`src/twp_pkg.sv`:
```
// Constants, register map and enumerations of the delayed one-shot waveform timer
package twp_pkg;
  // ****************************************************************
  // Register bus
  // ****************************************************************
  localparam int AXI_AW = 8;
  localparam logic [7:0] ADDR_MODE = 8'h00;
  localparam logic [7:0] ADDR_CTL1 = 8'h04;
  localparam logic [7:0] ADDR_CTL2 = 8'h08;
  localparam logic [7:0] ADDR_COUNT = 8'h0C;
  localparam logic [7:0] ADDR_PERIOD = 8'h10;
  localparam logic [7:0] ADDR_END = 8'h14;
  localparam logic [7:0] ADDR_WAIT = 8'h18;
  localparam logic [7:0] ADDR_BUF = 8'h1C;
  localparam logic [7:0] ADDR_STAT = 8'h20;
  localparam logic [1:0] RESP_OKAY = 2'h0;
  localparam logic [1:0] RESP_SLVERR = 2'h2;
  // ****************************************************************
  // Field positions
  // ****************************************************************
  localparam int MODE_RUN = 0;
  localparam int MODE_BFD = 1;
  localparam int MODE_PWM2 = 2;
  localparam int CTL1_SRC_LSB = 0;
  localparam int CTL1_INIT = 3;
  localparam int CTL1_CLEAR_ON_MATCH = 4;
  localparam int CTL2_EDGE_LSB = 0;
  localparam int CTL2_STOP_ON_PERIOD_MATCH = 2;
  localparam int CTL2_CUT = 3;
  localparam int STAT_OUT = 0;
  localparam int STAT_CNT = 1;
  localparam int STAT_ARM = 2;
  localparam int EDGE_RISE_BIT = 0;
  localparam int EDGE_FALL_BIT = 1;
  // ****************************************************************
  // Count source prescaler
  // ****************************************************************
  localparam int PRE_W = 5;
  localparam logic [4:0] DIV2_MASK = 5'h01;
  localparam logic [4:0] DIV4_MASK = 5'h03;
  localparam logic [4:0] DIV8_MASK = 5'h07;
  localparam logic [4:0] DIV32_MASK = 5'h1F;
  // ****************************************************************
  // Enumerations
  // ****************************************************************
  typedef enum logic [2:0] {
    SRC_F1 = 3'b000,
    SRC_F2 = 3'b001,
    SRC_F4 = 3'b010,
    SRC_F8 = 3'b011,
    SRC_F32 = 3'b100,
    SRC_OSC = 3'b101,
    SRC_EXT = 3'b110
  } twp_src_t;
  typedef enum logic [1:0] {
    EDGE_OFF = 2'b00,
    EDGE_RISE = 2'b01,
    EDGE_FALL = 2'b10,
    EDGE_BOTH = 2'b11
  } twp_edge_t;
  typedef enum logic [1:0] {
    ST_STOP = 2'b00,
    ST_ARMED = 2'b01,
    ST_COUNT = 2'b10
  } twp_run_t;
endpackage : twp_pkg

```
`src/twp_pin_if.sv`:
```
// Synchronised pin level and edge pulses passed from a pin synchroniser
`timescale 1ns/1ps
interface twp_pin_if;
  logic level;
  logic rise;
  logic fall;
  modport src (output level, output rise, output fall);
  modport dst (input level, input rise, input fall);
endinterface : twp_pin_if

```
`src/twp_timer.sv`:
```
// Delayed one-shot waveform timer with AXI4-Lite register slave
// What this block does
// - Output inactive until wait elapses, then active
// - Counter can stop at period compare match
// - This mode excludes every other timer mode
// - Count on prescaled clocks, oscillator or pin
// - Period is period compare plus one
// - Active width is end minus wait
// - Wait lasts wait compare plus one
// - No trigger: start on run write
// - Trigger and period stop enabled: start on valid edge
// - Run cleared: stop, initial level, hold count
// - Period stop: initial level, optional clear
// - Event on each of three compare matches
// - Event on counter overflow
// - Trigger edge rising, falling or both
// - Counter readable and writable by software
// - Pin roles: trigger in, waveform out
// - Interrupt pin can force output off
// - Buffer register feeds next end point
//
// The AXI4-Lite slave port and the register offsets were decided locally.
`timescale 1ns/1ps
module twp_timer import twp_pkg::*; #(
  parameter int CNT_W = 16
) (
  // Clock and reset
  input wire logic aclk,
  input wire logic aresetn,
  // Write address and data
  input wire logic awvalid,
  output logic awready,
  input wire logic [AXI_AW-1:0] awaddr,
  input wire logic [2:0] awprot,
  input wire logic wvalid,
  output logic wready,
  input wire logic [31:0] wdata,
  input wire logic [3:0] wstrb,
  // Write response
  output logic bvalid,
  input wire logic bready,
  output logic [1:0] bresp,
  // Read address and data
  input wire logic arvalid,
  output logic arready,
  input wire logic [AXI_AW-1:0] araddr,
  input wire logic [2:0] arprot,
  output logic rvalid,
  input wire logic rready,
  output logic [31:0] rdata,
  output logic [1:0] rresp,
  // Pins
  input wire logic trigger_input_pin,
  input wire logic external_count_pin,
  input wire logic fast_onchip_osc_clock,
  input wire logic ext_interrupt_zero_pin,
  output logic waveform_output_pin_o,
  output logic waveform_output_pin_oe,
  // Event pulses: period, end, wait match, overflow
  output logic [3:0] event_pulse
);
  if (CNT_W < 2 || CNT_W > 32) begin : g_bad_width
    $error("CNT_W must lie between 2 and 32");
  end
  localparam logic [CNT_W-1:0] CNT_MAX = '1;

  typedef struct packed {
    twp_run_t st;
    logic run_bit;
    logic end_point_buffer_enable;
    logic [2:0] src;
    logic output_initial_level_bit;
    logic clear_on_match;
    logic [1:0] trigger_edge_field;
    logic stop_on_period_match;
    logic cut_en;
    logic [CNT_W-1:0] main_counter;
    logic [CNT_W-1:0] period_compare_reg;
    logic [CNT_W-1:0] end_point_compare_reg;
    logic [CNT_W-1:0] wait_compare_reg;
    logic [CNT_W-1:0] buffered_end_point_reg;
    logic [PRE_W-1:0] pre;
    logic out;
    logic pin;
    logic oe;
    logic [3:0] ev;
    logic awready;
    logic wready;
    logic aw_have;
    logic w_have;
    logic [AXI_AW-1:0] awaddr;
    logic [31:0] wdata;
    logic [3:0] wstrb;
    logic bvalid;
    logic [1:0] bresp;
    logic arready;
    logic rvalid;
    logic [31:0] rdata;
    logic [1:0] rresp;
  } twp_state_t;

  twp_state_t st_ff;
  twp_state_t nxt_st;
  logic tick, pm, em, wm, ovf, trig_hit, need_trig, start_req, cnt_wr, cnt_clr, wr_go, cutoff;
  logic [32:0] rd_w, wr_w;
  logic [31:0] wr_word;

  // ****************************************************************
  // Pin synchronisers
  // ****************************************************************
  twp_pin_if trg_if ();
  twp_pin_if ext_if ();
  twp_pin_if osc_if ();
  twp_pin_if cut_if ();
  // channel A pin acts as trigger input
  twp_pin_sync #(.IDLE(1'b0)) u_trg (.aclk(aclk), .aresetn(aresetn), .raw(trigger_input_pin), .pin(trg_if));
  twp_pin_sync #(.IDLE(1'b0)) u_ext (.aclk(aclk), .aresetn(aresetn), .raw(external_count_pin), .pin(ext_if));
  twp_pin_sync #(.IDLE(1'b0)) u_osc (.aclk(aclk), .aresetn(aresetn), .raw(fast_onchip_osc_clock), .pin(osc_if));
  twp_pin_sync #(.IDLE(1'b1)) u_cut (.aclk(aclk), .aresetn(aresetn), .raw(ext_interrupt_zero_pin), .pin(cut_if));

  // ****************************************************************
  // Register read view
  // ****************************************************************
  function automatic logic [32:0] read_word(input logic [AXI_AW-1:0] a, input twp_state_t s);
    logic [31:0] w;
    logic hit;
    w = 32'h0000_0000;
    hit = 1'b1;
    case (a)
      ADDR_MODE: begin
        w[MODE_RUN] = s.run_bit;
        w[MODE_BFD] = s.end_point_buffer_enable;
        // mode fixed, no other mode selectable
        w[MODE_PWM2] = 1'b1;
      end
      ADDR_CTL1: begin
        w[CTL1_SRC_LSB+:3] = s.src;
        w[CTL1_INIT] = s.output_initial_level_bit;
        w[CTL1_CLEAR_ON_MATCH] = s.clear_on_match;
      end
      ADDR_CTL2: begin
        w[CTL2_EDGE_LSB+:2] = s.trigger_edge_field;
        w[CTL2_STOP_ON_PERIOD_MATCH] = s.stop_on_period_match;
        w[CTL2_CUT] = s.cut_en;
      end
      ADDR_COUNT: w[CNT_W-1:0] = s.main_counter;
      ADDR_PERIOD: w[CNT_W-1:0] = s.period_compare_reg;
      ADDR_END: w[CNT_W-1:0] = s.end_point_compare_reg;
      ADDR_WAIT: w[CNT_W-1:0] = s.wait_compare_reg;
      ADDR_BUF: w[CNT_W-1:0] = s.buffered_end_point_reg;
      ADDR_STAT: begin
        w[STAT_OUT] = s.out;
        w[STAT_CNT] = (s.st == ST_COUNT);
        w[STAT_ARM] = (s.st == ST_ARMED);
      end
      default: hit = 1'b0;
    endcase
    return {hit, w};
  endfunction : read_word

  function automatic logic [31:0] merge(input logic [31:0] old, input logic [31:0] d, input logic [3:0] strb);
    logic [31:0] r;
    r = old;
    for (int i = 0; i < 4; i++) begin
      if (strb[i]) begin
        r[8*i+:8] = d[8*i+:8];
      end
    end
    return r;
  endfunction : merge

  // ****************************************************************
  // Next state
  // ****************************************************************
  always_comb begin
    nxt_st = st_ff;
    nxt_st.ev = 4'h0;
    rd_w = read_word(araddr, st_ff);
    wr_w = read_word(st_ff.awaddr, st_ff);
    wr_word = merge(wr_w[31:0], st_ff.wdata, st_ff.wstrb);
    wr_go = st_ff.aw_have & st_ff.w_have & ~st_ff.bvalid;
    start_req = 1'b0;
    cnt_wr = 1'b0;
    cnt_clr = 1'b0;
    // Write channels are taken in either order, then answered together
    if (awvalid && st_ff.awready) begin
      nxt_st.aw_have = 1'b1;
      nxt_st.awaddr = awaddr;
    end
    if (wvalid && st_ff.wready) begin
      nxt_st.w_have = 1'b1;
      nxt_st.wdata = wdata;
      nxt_st.wstrb = wstrb;
    end
    if (st_ff.bvalid && bready) begin
      nxt_st.bvalid = 1'b0;
    end
    if (wr_go) begin
      nxt_st.aw_have = 1'b0;
      nxt_st.w_have = 1'b0;
      nxt_st.bvalid = 1'b1;
      nxt_st.bresp = wr_w[32] ? RESP_OKAY : RESP_SLVERR;
      case (st_ff.awaddr)
        ADDR_MODE: begin
          nxt_st.run_bit = wr_word[MODE_RUN];
          nxt_st.end_point_buffer_enable = wr_word[MODE_BFD];
          start_req = wr_word[MODE_RUN];
        end
        ADDR_CTL1: begin
          nxt_st.src = wr_word[CTL1_SRC_LSB+:3];
          nxt_st.output_initial_level_bit = wr_word[CTL1_INIT];
          nxt_st.clear_on_match = wr_word[CTL1_CLEAR_ON_MATCH];
          nxt_st.oe = 1'b1;
        end
        ADDR_CTL2: begin
          nxt_st.trigger_edge_field = wr_word[CTL2_EDGE_LSB+:2];
          nxt_st.stop_on_period_match = wr_word[CTL2_STOP_ON_PERIOD_MATCH];
          nxt_st.cut_en = wr_word[CTL2_CUT];
        end
        ADDR_COUNT: cnt_wr = 1'b1;
        ADDR_PERIOD: nxt_st.period_compare_reg = wr_word[CNT_W-1:0];
        ADDR_END: nxt_st.end_point_compare_reg = wr_word[CNT_W-1:0];
        ADDR_WAIT: nxt_st.wait_compare_reg = wr_word[CNT_W-1:0];
        ADDR_BUF: nxt_st.buffered_end_point_reg = wr_word[CNT_W-1:0];
        default: ;
      endcase
    end
    nxt_st.awready = ~nxt_st.aw_have;
    nxt_st.wready = ~nxt_st.w_have;
    if (arvalid && st_ff.arready) begin
      nxt_st.rvalid = 1'b1;
      nxt_st.rdata = rd_w[31:0];
      nxt_st.rresp = rd_w[32] ? RESP_OKAY : RESP_SLVERR;
    end else if (st_ff.rvalid && rready) begin
      nxt_st.rvalid = 1'b0;
    end
    nxt_st.arready = ~nxt_st.rvalid;

    nxt_st.pre = st_ff.pre + PRE_W'(1);
    case (st_ff.src)
      SRC_F1: tick = 1'b1;
      SRC_F2: tick = (st_ff.pre & DIV2_MASK) == DIV2_MASK;
      SRC_F4: tick = (st_ff.pre & DIV4_MASK) == DIV4_MASK;
      SRC_F8: tick = (st_ff.pre & DIV8_MASK) == DIV8_MASK;
      SRC_F32: tick = (st_ff.pre & DIV32_MASK) == DIV32_MASK;
      SRC_OSC: tick = osc_if.rise;
      SRC_EXT: tick = ext_if.rise;
      default: tick = 1'b0;
    endcase
    trig_hit = (st_ff.trigger_edge_field[EDGE_RISE_BIT] & trg_if.rise) |
               (st_ff.trigger_edge_field[EDGE_FALL_BIT] & trg_if.fall);
    need_trig = (st_ff.trigger_edge_field != EDGE_OFF) & st_ff.stop_on_period_match;
    pm = st_ff.main_counter == st_ff.period_compare_reg;
    em = st_ff.main_counter == st_ff.end_point_compare_reg;
    wm = st_ff.main_counter == st_ff.wait_compare_reg;
    // overflow unless the period match clears or stops the count first
    ovf = (st_ff.main_counter == CNT_MAX) & ~(pm & (st_ff.clear_on_match | st_ff.stop_on_period_match));

    case (st_ff.st)
      ST_STOP: begin
        // start on run write when no trigger needed
        if (start_req) begin
          nxt_st.st = need_trig ? ST_ARMED : ST_COUNT;
        end
      end
      ST_ARMED: begin
        // trigger edge starts counting from zero
        if (trig_hit) begin
          nxt_st.st = ST_COUNT;
          nxt_st.main_counter = '0;
          cnt_clr = 1'b1;
        end
      end
      ST_COUNT: begin
        if (tick) begin
          nxt_st.ev = {ovf, wm, em, pm};
          nxt_st.main_counter = st_ff.main_counter + CNT_W'(1);
          // end match deactivates, wait match activates
          if (em) begin
            nxt_st.out = st_ff.output_initial_level_bit;
          end
          // active after wait plus one ticks
          if (wm) begin
            nxt_st.out = ~st_ff.output_initial_level_bit;
          end
          if (pm) begin
            // buffered end point loads at period
            if (st_ff.end_point_buffer_enable) begin
              nxt_st.end_point_compare_reg = st_ff.buffered_end_point_reg;
            end
            if (st_ff.clear_on_match) begin
              nxt_st.main_counter = '0;
              cnt_clr = 1'b1;
            end
            if (st_ff.stop_on_period_match) begin
              nxt_st.st = need_trig ? ST_ARMED : ST_STOP;
              if (!st_ff.clear_on_match) begin
                nxt_st.main_counter = st_ff.main_counter;
              end
            end
          end
        end
      end
      default: nxt_st.st = ST_STOP;
    endcase
    // software load loses only to a hardware clear
    if (cnt_wr && !cnt_clr) begin
      nxt_st.main_counter = wr_word[CNT_W-1:0];
    end
    // run cleared stops with count held
    if (!nxt_st.run_bit) begin
      nxt_st.st = ST_STOP;
    end
    if (nxt_st.st != ST_COUNT) begin
      nxt_st.out = nxt_st.output_initial_level_bit;
    end
    // low interrupt pin forces the initial level
    cutoff = st_ff.cut_en & ~cut_if.level;
    nxt_st.pin = cutoff ? nxt_st.output_initial_level_bit : nxt_st.out;
  end

  always_ff @(posedge aclk) begin
    if (!aresetn) begin
      st_ff <= '0;
    end else begin
      st_ff <= nxt_st;
    end
  end

  // ****************************************************************
  // Outputs
  // ****************************************************************
  assign awready = st_ff.awready;
  assign wready = st_ff.wready;
  assign bvalid = st_ff.bvalid;
  assign bresp = st_ff.bresp;
  assign arready = st_ff.arready;
  assign rvalid = st_ff.rvalid;
  assign rdata = st_ff.rdata;
  assign rresp = st_ff.rresp;
  assign waveform_output_pin_o = st_ff.pin;
  assign waveform_output_pin_oe = st_ff.oe;
  assign event_pulse = st_ff.ev;
endmodule : twp_timer

```
`src/twp_pin_sync.sv`:
```
// Three-flop pin synchroniser with agreement filter and edge pulses
`timescale 1ns/1ps
module twp_pin_sync import twp_pkg::*; #(
  parameter logic IDLE = 1'b0
) (
  // Clock and reset
  input wire logic aclk,
  input wire logic aresetn,
  // Raw pin and clean result
  input wire logic raw,
  twp_pin_if.src pin
);
  typedef struct packed {
    logic s1;
    logic s2;
    logic s3;
    logic level;
    logic rise;
    logic fall;
  } twp_sync_t;
  localparam twp_sync_t RST = '{s1: IDLE, s2: IDLE, s3: IDLE, level: IDLE, rise: 1'b0, fall: 1'b0};
  twp_sync_t st_ff;
  twp_sync_t nxt_st;

  always_comb begin
    nxt_st = st_ff;
    nxt_st.s1 = raw;
    nxt_st.s2 = st_ff.s1;
    nxt_st.s3 = st_ff.s2;
    nxt_st.rise = 1'b0;
    nxt_st.fall = 1'b0;
    // A change counts only once the two later stages agree
    if (st_ff.s2 == st_ff.s3 && st_ff.s3 != st_ff.level) begin
      nxt_st.level = st_ff.s3;
      nxt_st.rise = st_ff.s3;
      nxt_st.fall = ~st_ff.s3;
    end
  end

  always_ff @(posedge aclk) begin
    if (!aresetn) begin
      st_ff <= RST;
    end else begin
      st_ff <= nxt_st;
    end
  end

  assign pin.level = st_ff.level;
  assign pin.rise = st_ff.rise;
  assign pin.fall = st_ff.fall;
endmodule : twp_pin_sync

```
`config.mk`:
```
export PLATFORM = sky130hd
export DESIGN_NAME = twp_timer
export DESIGN_NICKNAME = d
export VERILOG_FILES = /design/src/twp_pkg.sv /design/src/twp_pin_if.sv /design/src/twp_timer.sv /design/src/twp_pin_sync.sv
export SDC_FILE = /design/constraint.sdc
export NUM_CORES = 1
export LEC_CHECK = 0
export BUFFER_PORTS_ARGS = -buffer_cell sky130_fd_sc_hd__buf_2
export CAP_MARGIN = 20
export CORE_ASPECT_RATIO = 1.4
export CORE_UTILIZATION = 59
export CTS_CLUSTER_DIAMETER = 150
export CTS_CLUSTER_SIZE = 30
export DETAILED_ROUTE_END_ITERATION = 6
export GPL_TIMING_DRIVEN = 0
export PLACE_DENSITY = 0.84
export REMOVE_ABC_BUFFERS = 1
export SETUP_SLACK_MARGIN = 0.2
export SKIP_LAST_GASP = 1
export SYNTH_ARGS = -nofsm -noshare
export SYNTH_HDL_FRONTEND = slang
export SYNTH_HIERARCHICAL = 1
export SYNTH_SLANG_ARGS = --single-unit
```
`constraint.sdc`:
```
create_clock -name aclk -period 3.4 [get_ports aclk]
set_input_delay 0.68 -clock aclk [delete_from_list [all_inputs] [get_ports aclk]]
set_output_delay 0.68 -clock aclk [all_outputs]
set_load 0.01 [all_outputs]
```
==> impl_metrics.ini, run 1 <==
[outcome]
status = finished clean

[grt]
grt_usage_pct = 34.30
antenna_found_initial = 0
grt_pass1_vias = 8090
overflow = 0
grt_max_degree = 75
grt_pass1_wl_mm = 42.48

[detailed_routing]
drt-total-wl_mm = 27.26
drtAntennaViolNets = 0
dr.pass1.iters = 6
dr_total_vias = 8777
drc_errors = 0
post_drt_wl_per_cell_um = 19.98
drt_iter0_drc = 901
via_per_inst = 6.435

[clocking]
htree_levels = 4
root_buffer = clkbuf_16
cts_tree = done
clock_latency_ns = 0.44
clkTransAtPathRegs_ns = 0.07
cts.sinks = 176
cts.path.max_buffers = 2
cts_hold_buf = 0
cts_buffers = 17

[timing]
tightest_slew_ns = 0.9720
hold_viol = 0
fin_crit_ns = 3.128
rsz0062_at_grt = true
layout_worst_path_cycle_share_pct = 91.99
relSlewSlack_pct = 35.06
tns_ns = 0
setup_viol = 0
finalClockSkew_ns = 0.008141
finalMaxSlewViolations = 0
fmax_mhz = 319.7

[floorplanning]
die-width_um = 108.4
start_util_pct = 60.21
die_area_mm2 = 0.01637
core_area_mm2 = 0.01554
fp-row-count = 54
ios = 116
die_y_um = 151

[power_and_ir_drop]
ir_drop_mv = 0.3599
p_leak_nw = 4.223
p_per_area_mw_per_mm2 = 449.9
finalPower_mw = 4.568

[cells_and_area]
num-nets-final = 1232
synthToLayoutAreaGrowth_pct = 8.505
ff_latch_area_mm2 = 0.003523
multiInputGateArea_mm2 = 0.005207
drive_above_1_share_pct = 13.36
fillers = 1389
diodes = 0

[critical_path]
end_kind = register
r2r_slack_ns = 0.27
setup.worst_path.start = st_ff[164]
reg2reg_to = st_ff[167]
reg2reg_depth = 8
r2r_start = st_ff[164]
critPathMaxFanout = 10
critPathArrivalTime_ns = 3.51
worstSetupPathType = reg -> reg
critPathLaunchType = register
crit_required_ns = 3.79

[logic_synthesis]
syn_inst = 1166
ys_warn_count = 6
avgSynthCellArea_um2 = 8.024
syn_area_mm2 = 0.009356

[worst_hold_path]
hold_start = u_cut/nxt_st[4]
hold_class = reg -> reg
min_to = u_cut/nxt_st[3]
min_path_cells = 1

[placed_design]
dp_hpwl_mm = 18.51
port-buffer-count = 73
gp_congestion = 0.9576

[run]
maxCapViolCount = 0
state kept, by name (all words and copies together), names as in the netlist, 2 cells and up:
register / count
st_ff: 127
u_osc/nxt_st: 2
u_cut/nxt_st: 2
u_trg/nxt_st: 2
event_pulse: 4
u_ext/nxt_st: 2
rdata: 16
per-layer routing:
layer  GRT usage (%)  wire length [um]
met3           6.024              2196
met2           55.06             12860
met1           39.12              9710
met4           29.53              2497
met5               0                 0
critical path: stages, from the launching register on:
cell,delay (ns)
dfxtp_1,0.66
xor2_1,0.22
nor4_4,0.36
nand4_4,0.26
o41ai_1,0.67
nor2b_1,0.52
a22oi_1,0.12
o21ai_1,0.11
and2_1,0.14
timing repair:
item                                    CTS  global route
gates resized for setup                   2             7
endpoints found under the setup margin    6            76
cloned                                    0             0
buffers inserted                          0             0
through the flow:
| step | instance area, um2 | instances | utilization, % | hold slack [ns] | setup slack [ns] |
|---|---|---|---|---|---|
| after floorplan | 8770 | 1056 | - | 0.3863 | 0.7700 |
| after global placement | 9380 | 1325 | 60.36 | 0.3899 | -1.172 |
| after detailed placement | 9453 | 1330 | 60.83 | 0.3994 | 0.1041 |
| after CTS | 10100 | 1362 | 64.98 | 0.4118 | 0.2481 |
| after global routing | 10150 | 1364 | 65.33 | 0.4185 | 0.1931 |
| final | 10150 | 1364 | 65.33 | 0.4098 | 0.2722 |
cells in the final DEF (no fill, tap or decap), types with 5 or more instances in the layout:
cell type  instances
a211oi_1           8
nor2_1           120
ha_1               8
a221oi_1          13
mux2i_1           36
a22oi_1           23
and2_1             9
a31oi_1           14
conb_1            18
o311ai_1           5
nand3_1           32
nor4_1            12
nand2b_1           6
xor2_1            51
clkbuf_16         17
and2_2             6
nor3_1            16
buf_2             73
dfxtp_1          176
o21ai_0           52
nor3b_1            6
inv_1             19
nand2_1          149
o221ai_1           5
a222oi_1          12
o21ai_1           11
nor2b_1            5
a21oi_1          130
and3_1            17
where the power goes:
group	leakage (nW)	total, mW	internal [mW]	switching, mW
clock network	0.308	2.12	1.26	0.861
logic	2.49	0.303	0.104	0.198
registers	1.43	2.14	2.10	0.0401
final cells by class:
class	count	share of cell area, %
multi-input cells	860	51.29
flip-flops and latches	176	34.71
repair buffers	80	4.511
clock buffers	18	4.326
well taps	196	2.416
clock inverters	14	1.984
inverters	20	0.7641
how the worst max path moves through the flow:
| stage | endpoint | slack (ns) | cells after the start |
|---|---|---|---|
| after floorplan | event_pulse[3] | 0.77 | 3 |
| after global placement | event_pulse[3] | -1.17 | 4 |
| after detailed placement | rdata[7] | 0.10 | 7 |
| after CTS | st_ff[133] | 0.25 | 10 |
| after global routing | st_ff[164] | 0.19 | 8 |
| final | st_ff[167] | 0.27 | 8 |
Note: power is estimated with default switching activity, not from simulation.
==> run 2: changes to the inputs <==
--- a/config.mk
+++ b/config.mk
@@ -5,6 +5,7 @@
 export SDC_FILE = /design/constraint.sdc
 export NUM_CORES = 1
 export LEC_CHECK = 0
+export ABC_AREA = 1
 export BUFFER_PORTS_ARGS = -buffer_cell sky130_fd_sc_hd__buf_2
 export CAP_MARGIN = 20
 export CORE_ASPECT_RATIO = 1.4
@@ -14,6 +15,7 @@
 export DETAILED_ROUTE_END_ITERATION = 6
 export GPL_TIMING_DRIVEN = 0
 export PLACE_DENSITY = 0.84
+export RECOVER_POWER = 100
 export REMOVE_ABC_BUFFERS = 1
 export SETUP_SLACK_MARGIN = 0.2
 export SKIP_LAST_GASP = 1
==> impl_metrics.ini, run 2 <==
[cells_and_area]
utilization_pct = 65.51
regMostFlops = st_ff
fillers = 1422
ff_latch_area_mm2 = 0.003523
num-nets-final = 1432
layout_common_cells = nand2_1, inv_1, dfxtp_1
multiInputGateArea_mm2 = 0.004602
largest_reg_flops = 127
fin_area_mm2 = 0.01018
synthToLayoutAreaGrowth_pct = 8.654
layout.cells.most_common = nand2_1
drive_above_1_share_pct = 9.211

[floorplanning]
ios = 116
core_area_mm2 = 0.01554
die-width_um = 108.5
die_area_mm2 = 0.01639
fp-row-count = 54
die_y_um = 151.1
start_util_pct = 60.29

[grt]
antenna_found_initial = 1
grt_pass1_vias = 8806
grt_pass1_wl_mm = 46.09
grt_usage_pct = 37.67
grt_max_degree = 69
overflow = 0

[timing]
setup_viol = 0
hold_viol = 0
fmax_mhz = 310.9
finalMaxSlewViolations = 53
fin_crit_ns = 3.217
rsz0062_at_grt = false
layout_worst_path_cycle_share_pct = 94.61
tightest_slew_ns = 1.948
finalClockSkew_ns = 0.007117
relSlewSlack_pct = -30.01

[critical_path]
end_kind = register
crit_path_cell_trace = xnor2_1 -> nand4_1 -> nor3_1 -> nand2_1 -> nor3_2 -> clkbuf_1 -> a21oi_1 -> a22oi_1 -> nor2_1
crit_required_ns = 3.65
slowest_delay_ns = 0.61
critPathMaxFanout = 12
worstSetupPathType = reg -> reg
critPathLaunchType = register
cpMaxStageDelayCell = nor3_2
critPathArrivalTime_ns = 3.46

[placed_design]
port-buffer-count = 73
gp_congestion = 0.9855
place_area_mm2 = 0.009589
dp_hpwl_mm = 20.08

[power_and_ir_drop]
p_per_area_mw_per_mm2 = 450.6
ir_drop_mv = 0.3008
p_leak_nw = 4.257

[run]
maxCapViolCount = 1

[logic_synthesis]
ys_warn_count = 6
syn_area_mm2 = 0.009369
syn_inst = 1339
avgSynthCellArea_um2 = 6.997

[clocking]
cts_buffers = 17
cts.path.max_buffers = 2
cts_setup_buffers = 0
clkTransAtPathRegs_ns = 0.07
cts_tree = done
clock_latency_ns = 0.45
htree_levels = 4
cts.sinks = 176
root_buffer = clkbuf_16

[detailed_routing]
post_drt_wl_per_cell_um = 18.91
via_per_inst = 6.072
drtAntennaViolNets = 0
drt-total-wl_mm = 29.59
drc_errors = 0
dr_total_vias = 9503
drt_iter0_drc = 1014
dr.pass1.iters = 6

[outcome]
status = complete, but fails checks
violations = max-capacitance violations, max-slew violations

[worst_hold_path]
hold_class = in -> reg
[run 2: changes by cell type in the layout (fill, tap and decap cells not counted), sizes merged, moves of 36 or more]
cell   change
xor2      -38
o21ai     +92
nand3     +40
mux2i     -36
nand2     +66
inv      +174
[run 2: where the power goes]
| group | switching (mW) | internal (mW) | total [mW] | leakage, nW |
|---|---|---|---|---|
| clock | 0.877 | 1.26 | 2.14 | 0.318 |
| sequential | 0.0279 | 2.11 | 2.14 | 1.43 |
| combinational | 0.220 | 0.0872 | 0.307 | 2.51 |
| total | 1.13 | 3.46 | 4.59 | 4.26 |
[run 2: timing repair]
item                       in CTS  in global routing
setup endpoints to repair       2                  8
resized for setup               1                  3
hold buffers                    0                  0
[run 2: layout make-up]
cell class	count	area share [%]
multi-input cells	884	45.21
clock inverters	14	1.954
diodes	1	0.02458
clock buffers	18	4.314
repair buffers	80	4.240
well taps	196	2.409
inverters	196	7.239
flip-flops and latches	176	34.61
[run 2: critical path, delay by kind of cell (launching register included)]
family	cells	cell delay [ns]
AND/OR/NAND/NOR	5	1.48
XOR/XNOR	1	0.18
flip-flops	1	0.50
AO/OA/AOI/OAI	2	0.27
buffers and inverters	1	0.59
[run 2: final timing paths]
| check | cells after the start | from | slack, ns | endpoint |
|---|---|---|---|---|
| min | 3 | external_count_pin | 0.41 | u_ext/nxt_st[4] |
| min reg2reg | 2 | u_osc/nxt_st[4] | 0.42 | u_osc/nxt_st[3] |
| max reg2reg | 9 | st_ff[178] | 0.18 | st_ff[144] |
| max | 9 | st_ff[178] | 0.18 | st_ff[144] |
[run 2: per-stage QoR]
stage	hold WS [ns]	setup TNS [ns]	worst slack [ns]	total power [mW]	std cells
2_1_floorplan	0.3900	0	0.9849	2.355	1256
3_3_place_gp	0.3952	-68.86	-1.550	2.477	1525
3_5_place_dp	0.4026	-0.6040	-0.2612	2.488	1532
4_1_cts	0.4172	0	0.3543	4.581	1564
5_1_grt	0.4167	0	0.1286	4.720	1564
6_report	0.4127	0	0.1834	4.587	1565
[run 2: routing by layer]
| metal | vias to the layer above | wire, um | global-route usage, % |
|---|---|---|---|
| met3 | 172 | 2718 | 8.391 |
| li1 | 4430 | - | - |
| met2 | 581 | 13920 | 61.30 |
| met1 | 4320 | 10410 | 40.66 |
| met5 | - | 0 | 0 |
| met4 | 0 | 2546 | 33.51 |
==> run 3: changes to the inputs <==
--- a/config.mk
+++ b/config.mk
@@ -9,7 +9,8 @@
 export BUFFER_PORTS_ARGS = -buffer_cell sky130_fd_sc_hd__buf_2
 export CAP_MARGIN = 20
 export CORE_ASPECT_RATIO = 1.4
-export CORE_UTILIZATION = 59
+export CORE_UTILIZATION = 60
+export CTS_BUF_LIST = sky130_fd_sc_hd__clkbuf_2 sky130_fd_sc_hd__clkbuf_4 sky130_fd_sc_hd__clkbuf_8
 export CTS_CLUSTER_DIAMETER = 150
 export CTS_CLUSTER_SIZE = 30
 export DETAILED_ROUTE_END_ITERATION = 6
==> impl_metrics.ini, run 3 (synthesized netlist as in run 2, its figures left out) <==
[outcome]
status = complete, but fails checks
violations = max-capacitance violations, max-slew violations

[critical_path]
end_kind = register
r2r_start = st_ff[177]
critPathArrivalTime_ns = 3.55
critPathLaunchType = register
reg2reg_depth = 9
crit_required_ns = 3.76
reg2reg_to = st_ff[134]
critPathMaxFanout = 10
r2r_slack_ns = 0.21
worstSetupPathType = reg -> reg

[worst_hold_path]
hold_class = in -> reg
min_path_cells = 3
min_to = u_trg/nxt_st[4]
hold_start = trigger_input_pin

[detailed_routing]
drt-total-wl_mm = 28.90
post_drt_wl_per_cell_um = 18.51
drc_errors = 0
dr.pass1.iters = 5
drt_iter0_drc = 782
drtAntennaViolNets = 0
via_per_inst = 6.001
dr_total_vias = 9368

[power_and_ir_drop]
switching_share_pct = 25.76
p_int_mw = 2.995
ir_drop_mv = 0.3000
p_comb_share_pct = 7.5
clockPowerShare_pct = 39.5
power.switching_mw = 1.039
p_seq_share_pct = 53.0
finalPower_mw = 4.034
p_per_area_mw_per_mm2 = 406.4
p_leak_nw = 4.137

[placed_design]
dp.cells = 1529
gp_congestion = 0.9930
dp_hpwl_mm = 20.28
port-buffer-count = 73
place_area_mm2 = 0.009577

[grt]
busiest_layer = met2
antenna_found_initial = 0
met2_usage_pct = 61.28
grtUsageMet1_pct = 40.05
grt_usage_pct = 36.83
grt_pass1_wl_mm = 44.86
grt_max_degree = 64
overflow = 0
grt_pass1_vias = 8625
gr-usage-met3_pct = 6.751

[clocking]
cts.path.max_buffers = 2
cts_hold_buf = 0
clock_latency_ns = 0.48
cts.sinks = 176
cts_buffers = 17
root_buffer = clkbuf_8
htree_levels = 4
clkTransAtPathRegs_ns = 0.09
cts_tree = done

[cells_and_area]
regMostFlops = st_ff
layout_common_cells = nand2_1, inv_1, dfxtp_1
fillers = 1399
diodes = 0
largest_reg_flops = 127
drive_above_1_share_pct = 8.692
num-nets-final = 1433
layoutNonFillerInstCount = 1561
utilization_pct = 65.66
synthToLayoutAreaGrowth_pct = 5.956
layout.cells.most_common = nand2_1
fin_area_mm2 = 0.009927

[floorplanning]
start_util_pct = 61.97
die-width_um = 107.6
ios = 116
die_y_um = 149.9
fp-row-count = 53
die_area_mm2 = 0.01613
core_area_mm2 = 0.01512

[timing]
finalClockSkew_ns = 0.01130
relSlewSlack_pct = -35.55
tightest_slew_ns = 2.033
fin_crit_ns = 3.188
setup_viol = 0
tns_ns = 0
finalMaxSlewViolations = 117
rsz0062_at_grt = false
hold_viol = 0
layout_worst_path_cycle_share_pct = 93.75
fmax_mhz = 313.7

[run]
maxCapViolCount = 2
run 3: cell count changes in the layout (fill, tap and decap cells not counted), sizes merged:
cell / before / now
bufinv: 4 / 3
clkbuf: 48 / 51
diode: 1 / 0
clkinv: 8 / 4
inv: 198 / 195
dlymetal6s4s: 0 / 1
clkinvlp: 0 / 5
run 3: metrics by stage:
stage / hold slack, ns / worst slack [ns]
2_1_floorplan: 0.3900 / 0.9849
6_report: 0.3774 / 0.2125
5_1_grt: 0.3780 / 0.1094
4_1_cts: 0.3710 / 0.3313
3_5_place_dp: 0.4022 / -0.001105
3_3_place_gp: 0.3954 / -1.498
run 3: final cells by class:
| class | instances | area (um2) | area share [%] |
|---|---|---|---|
| inverter | 196 | 737.0 | 7.424 |
| clock inverter | 11 | 151.4 | 1.525 |
| timing repair buffer | 81 | 421.7 | 4.248 |
| multi-input combinational | 884 | 4571 | 46.04 |
| sequential | 176 | 3523 | 35.49 |
| clock buffer | 21 | 282.8 | 2.848 |
| tap | 192 | 240.2 | 2.420 |
run 3: power by group through the flow:
stage          Clock [mW]  Sequential [mW]  Combinational (mW)
5_1_grt              1.68             2.15               0.337
6_report             1.59             2.14               0.302
3_3_place_gp            0             2.18               0.293
3_5_place_dp            0             2.19               0.302
4_1_cts              1.60             2.14               0.303
2_1_floorplan           0             2.18               0.170
run 3: worst max-delay path by stage:
| stage | slack (ns) | cells after the start | from | to |
|---|---|---|---|---|
| final | 0.21 | 9 | st_ff[177] | st_ff[134] |
| after global routing | 0.11 | 16 | st_ff[94] | st_ff[168] |
| after CTS | 0.33 | 16 | st_ff[78] | waveform_output_pin_o |
| after detailed placement | -0.001 | 13 | araddr[7] | rdata[0] |
| after global placement | -1.50 | 5 | aresetn | event_pulse[3] |
| after floorplan | 0.98 | 9 | araddr[7] | rdata[1] |
run 3: worst max-delay path: stages (launching register included):
cell and delay (ns):
dfxtp_1 0.52, xnor2_1 0.17, nand4_1 0.21, nor3_1 0.27
nand2_1 0.30, clkinvlp_2 0.20, nand4_1 0.54, clkinv_1 0.44
a21oi_1 0.10, a221oi_1 0.30
run 3: metal layers:
metal  up-vias  share of wire (%)
li1       4429                  -
met2       453                 47
met4         0                8.5
met5         -                  0
met3       155                7.4
met1      4331                 37
run 3: repair_timing:
action | 4_1_cts | 5_1_grt
setup buffers | 0 | 0
endpoints found under the setup margin | 0 | 2
resized for setup | 0 | 2
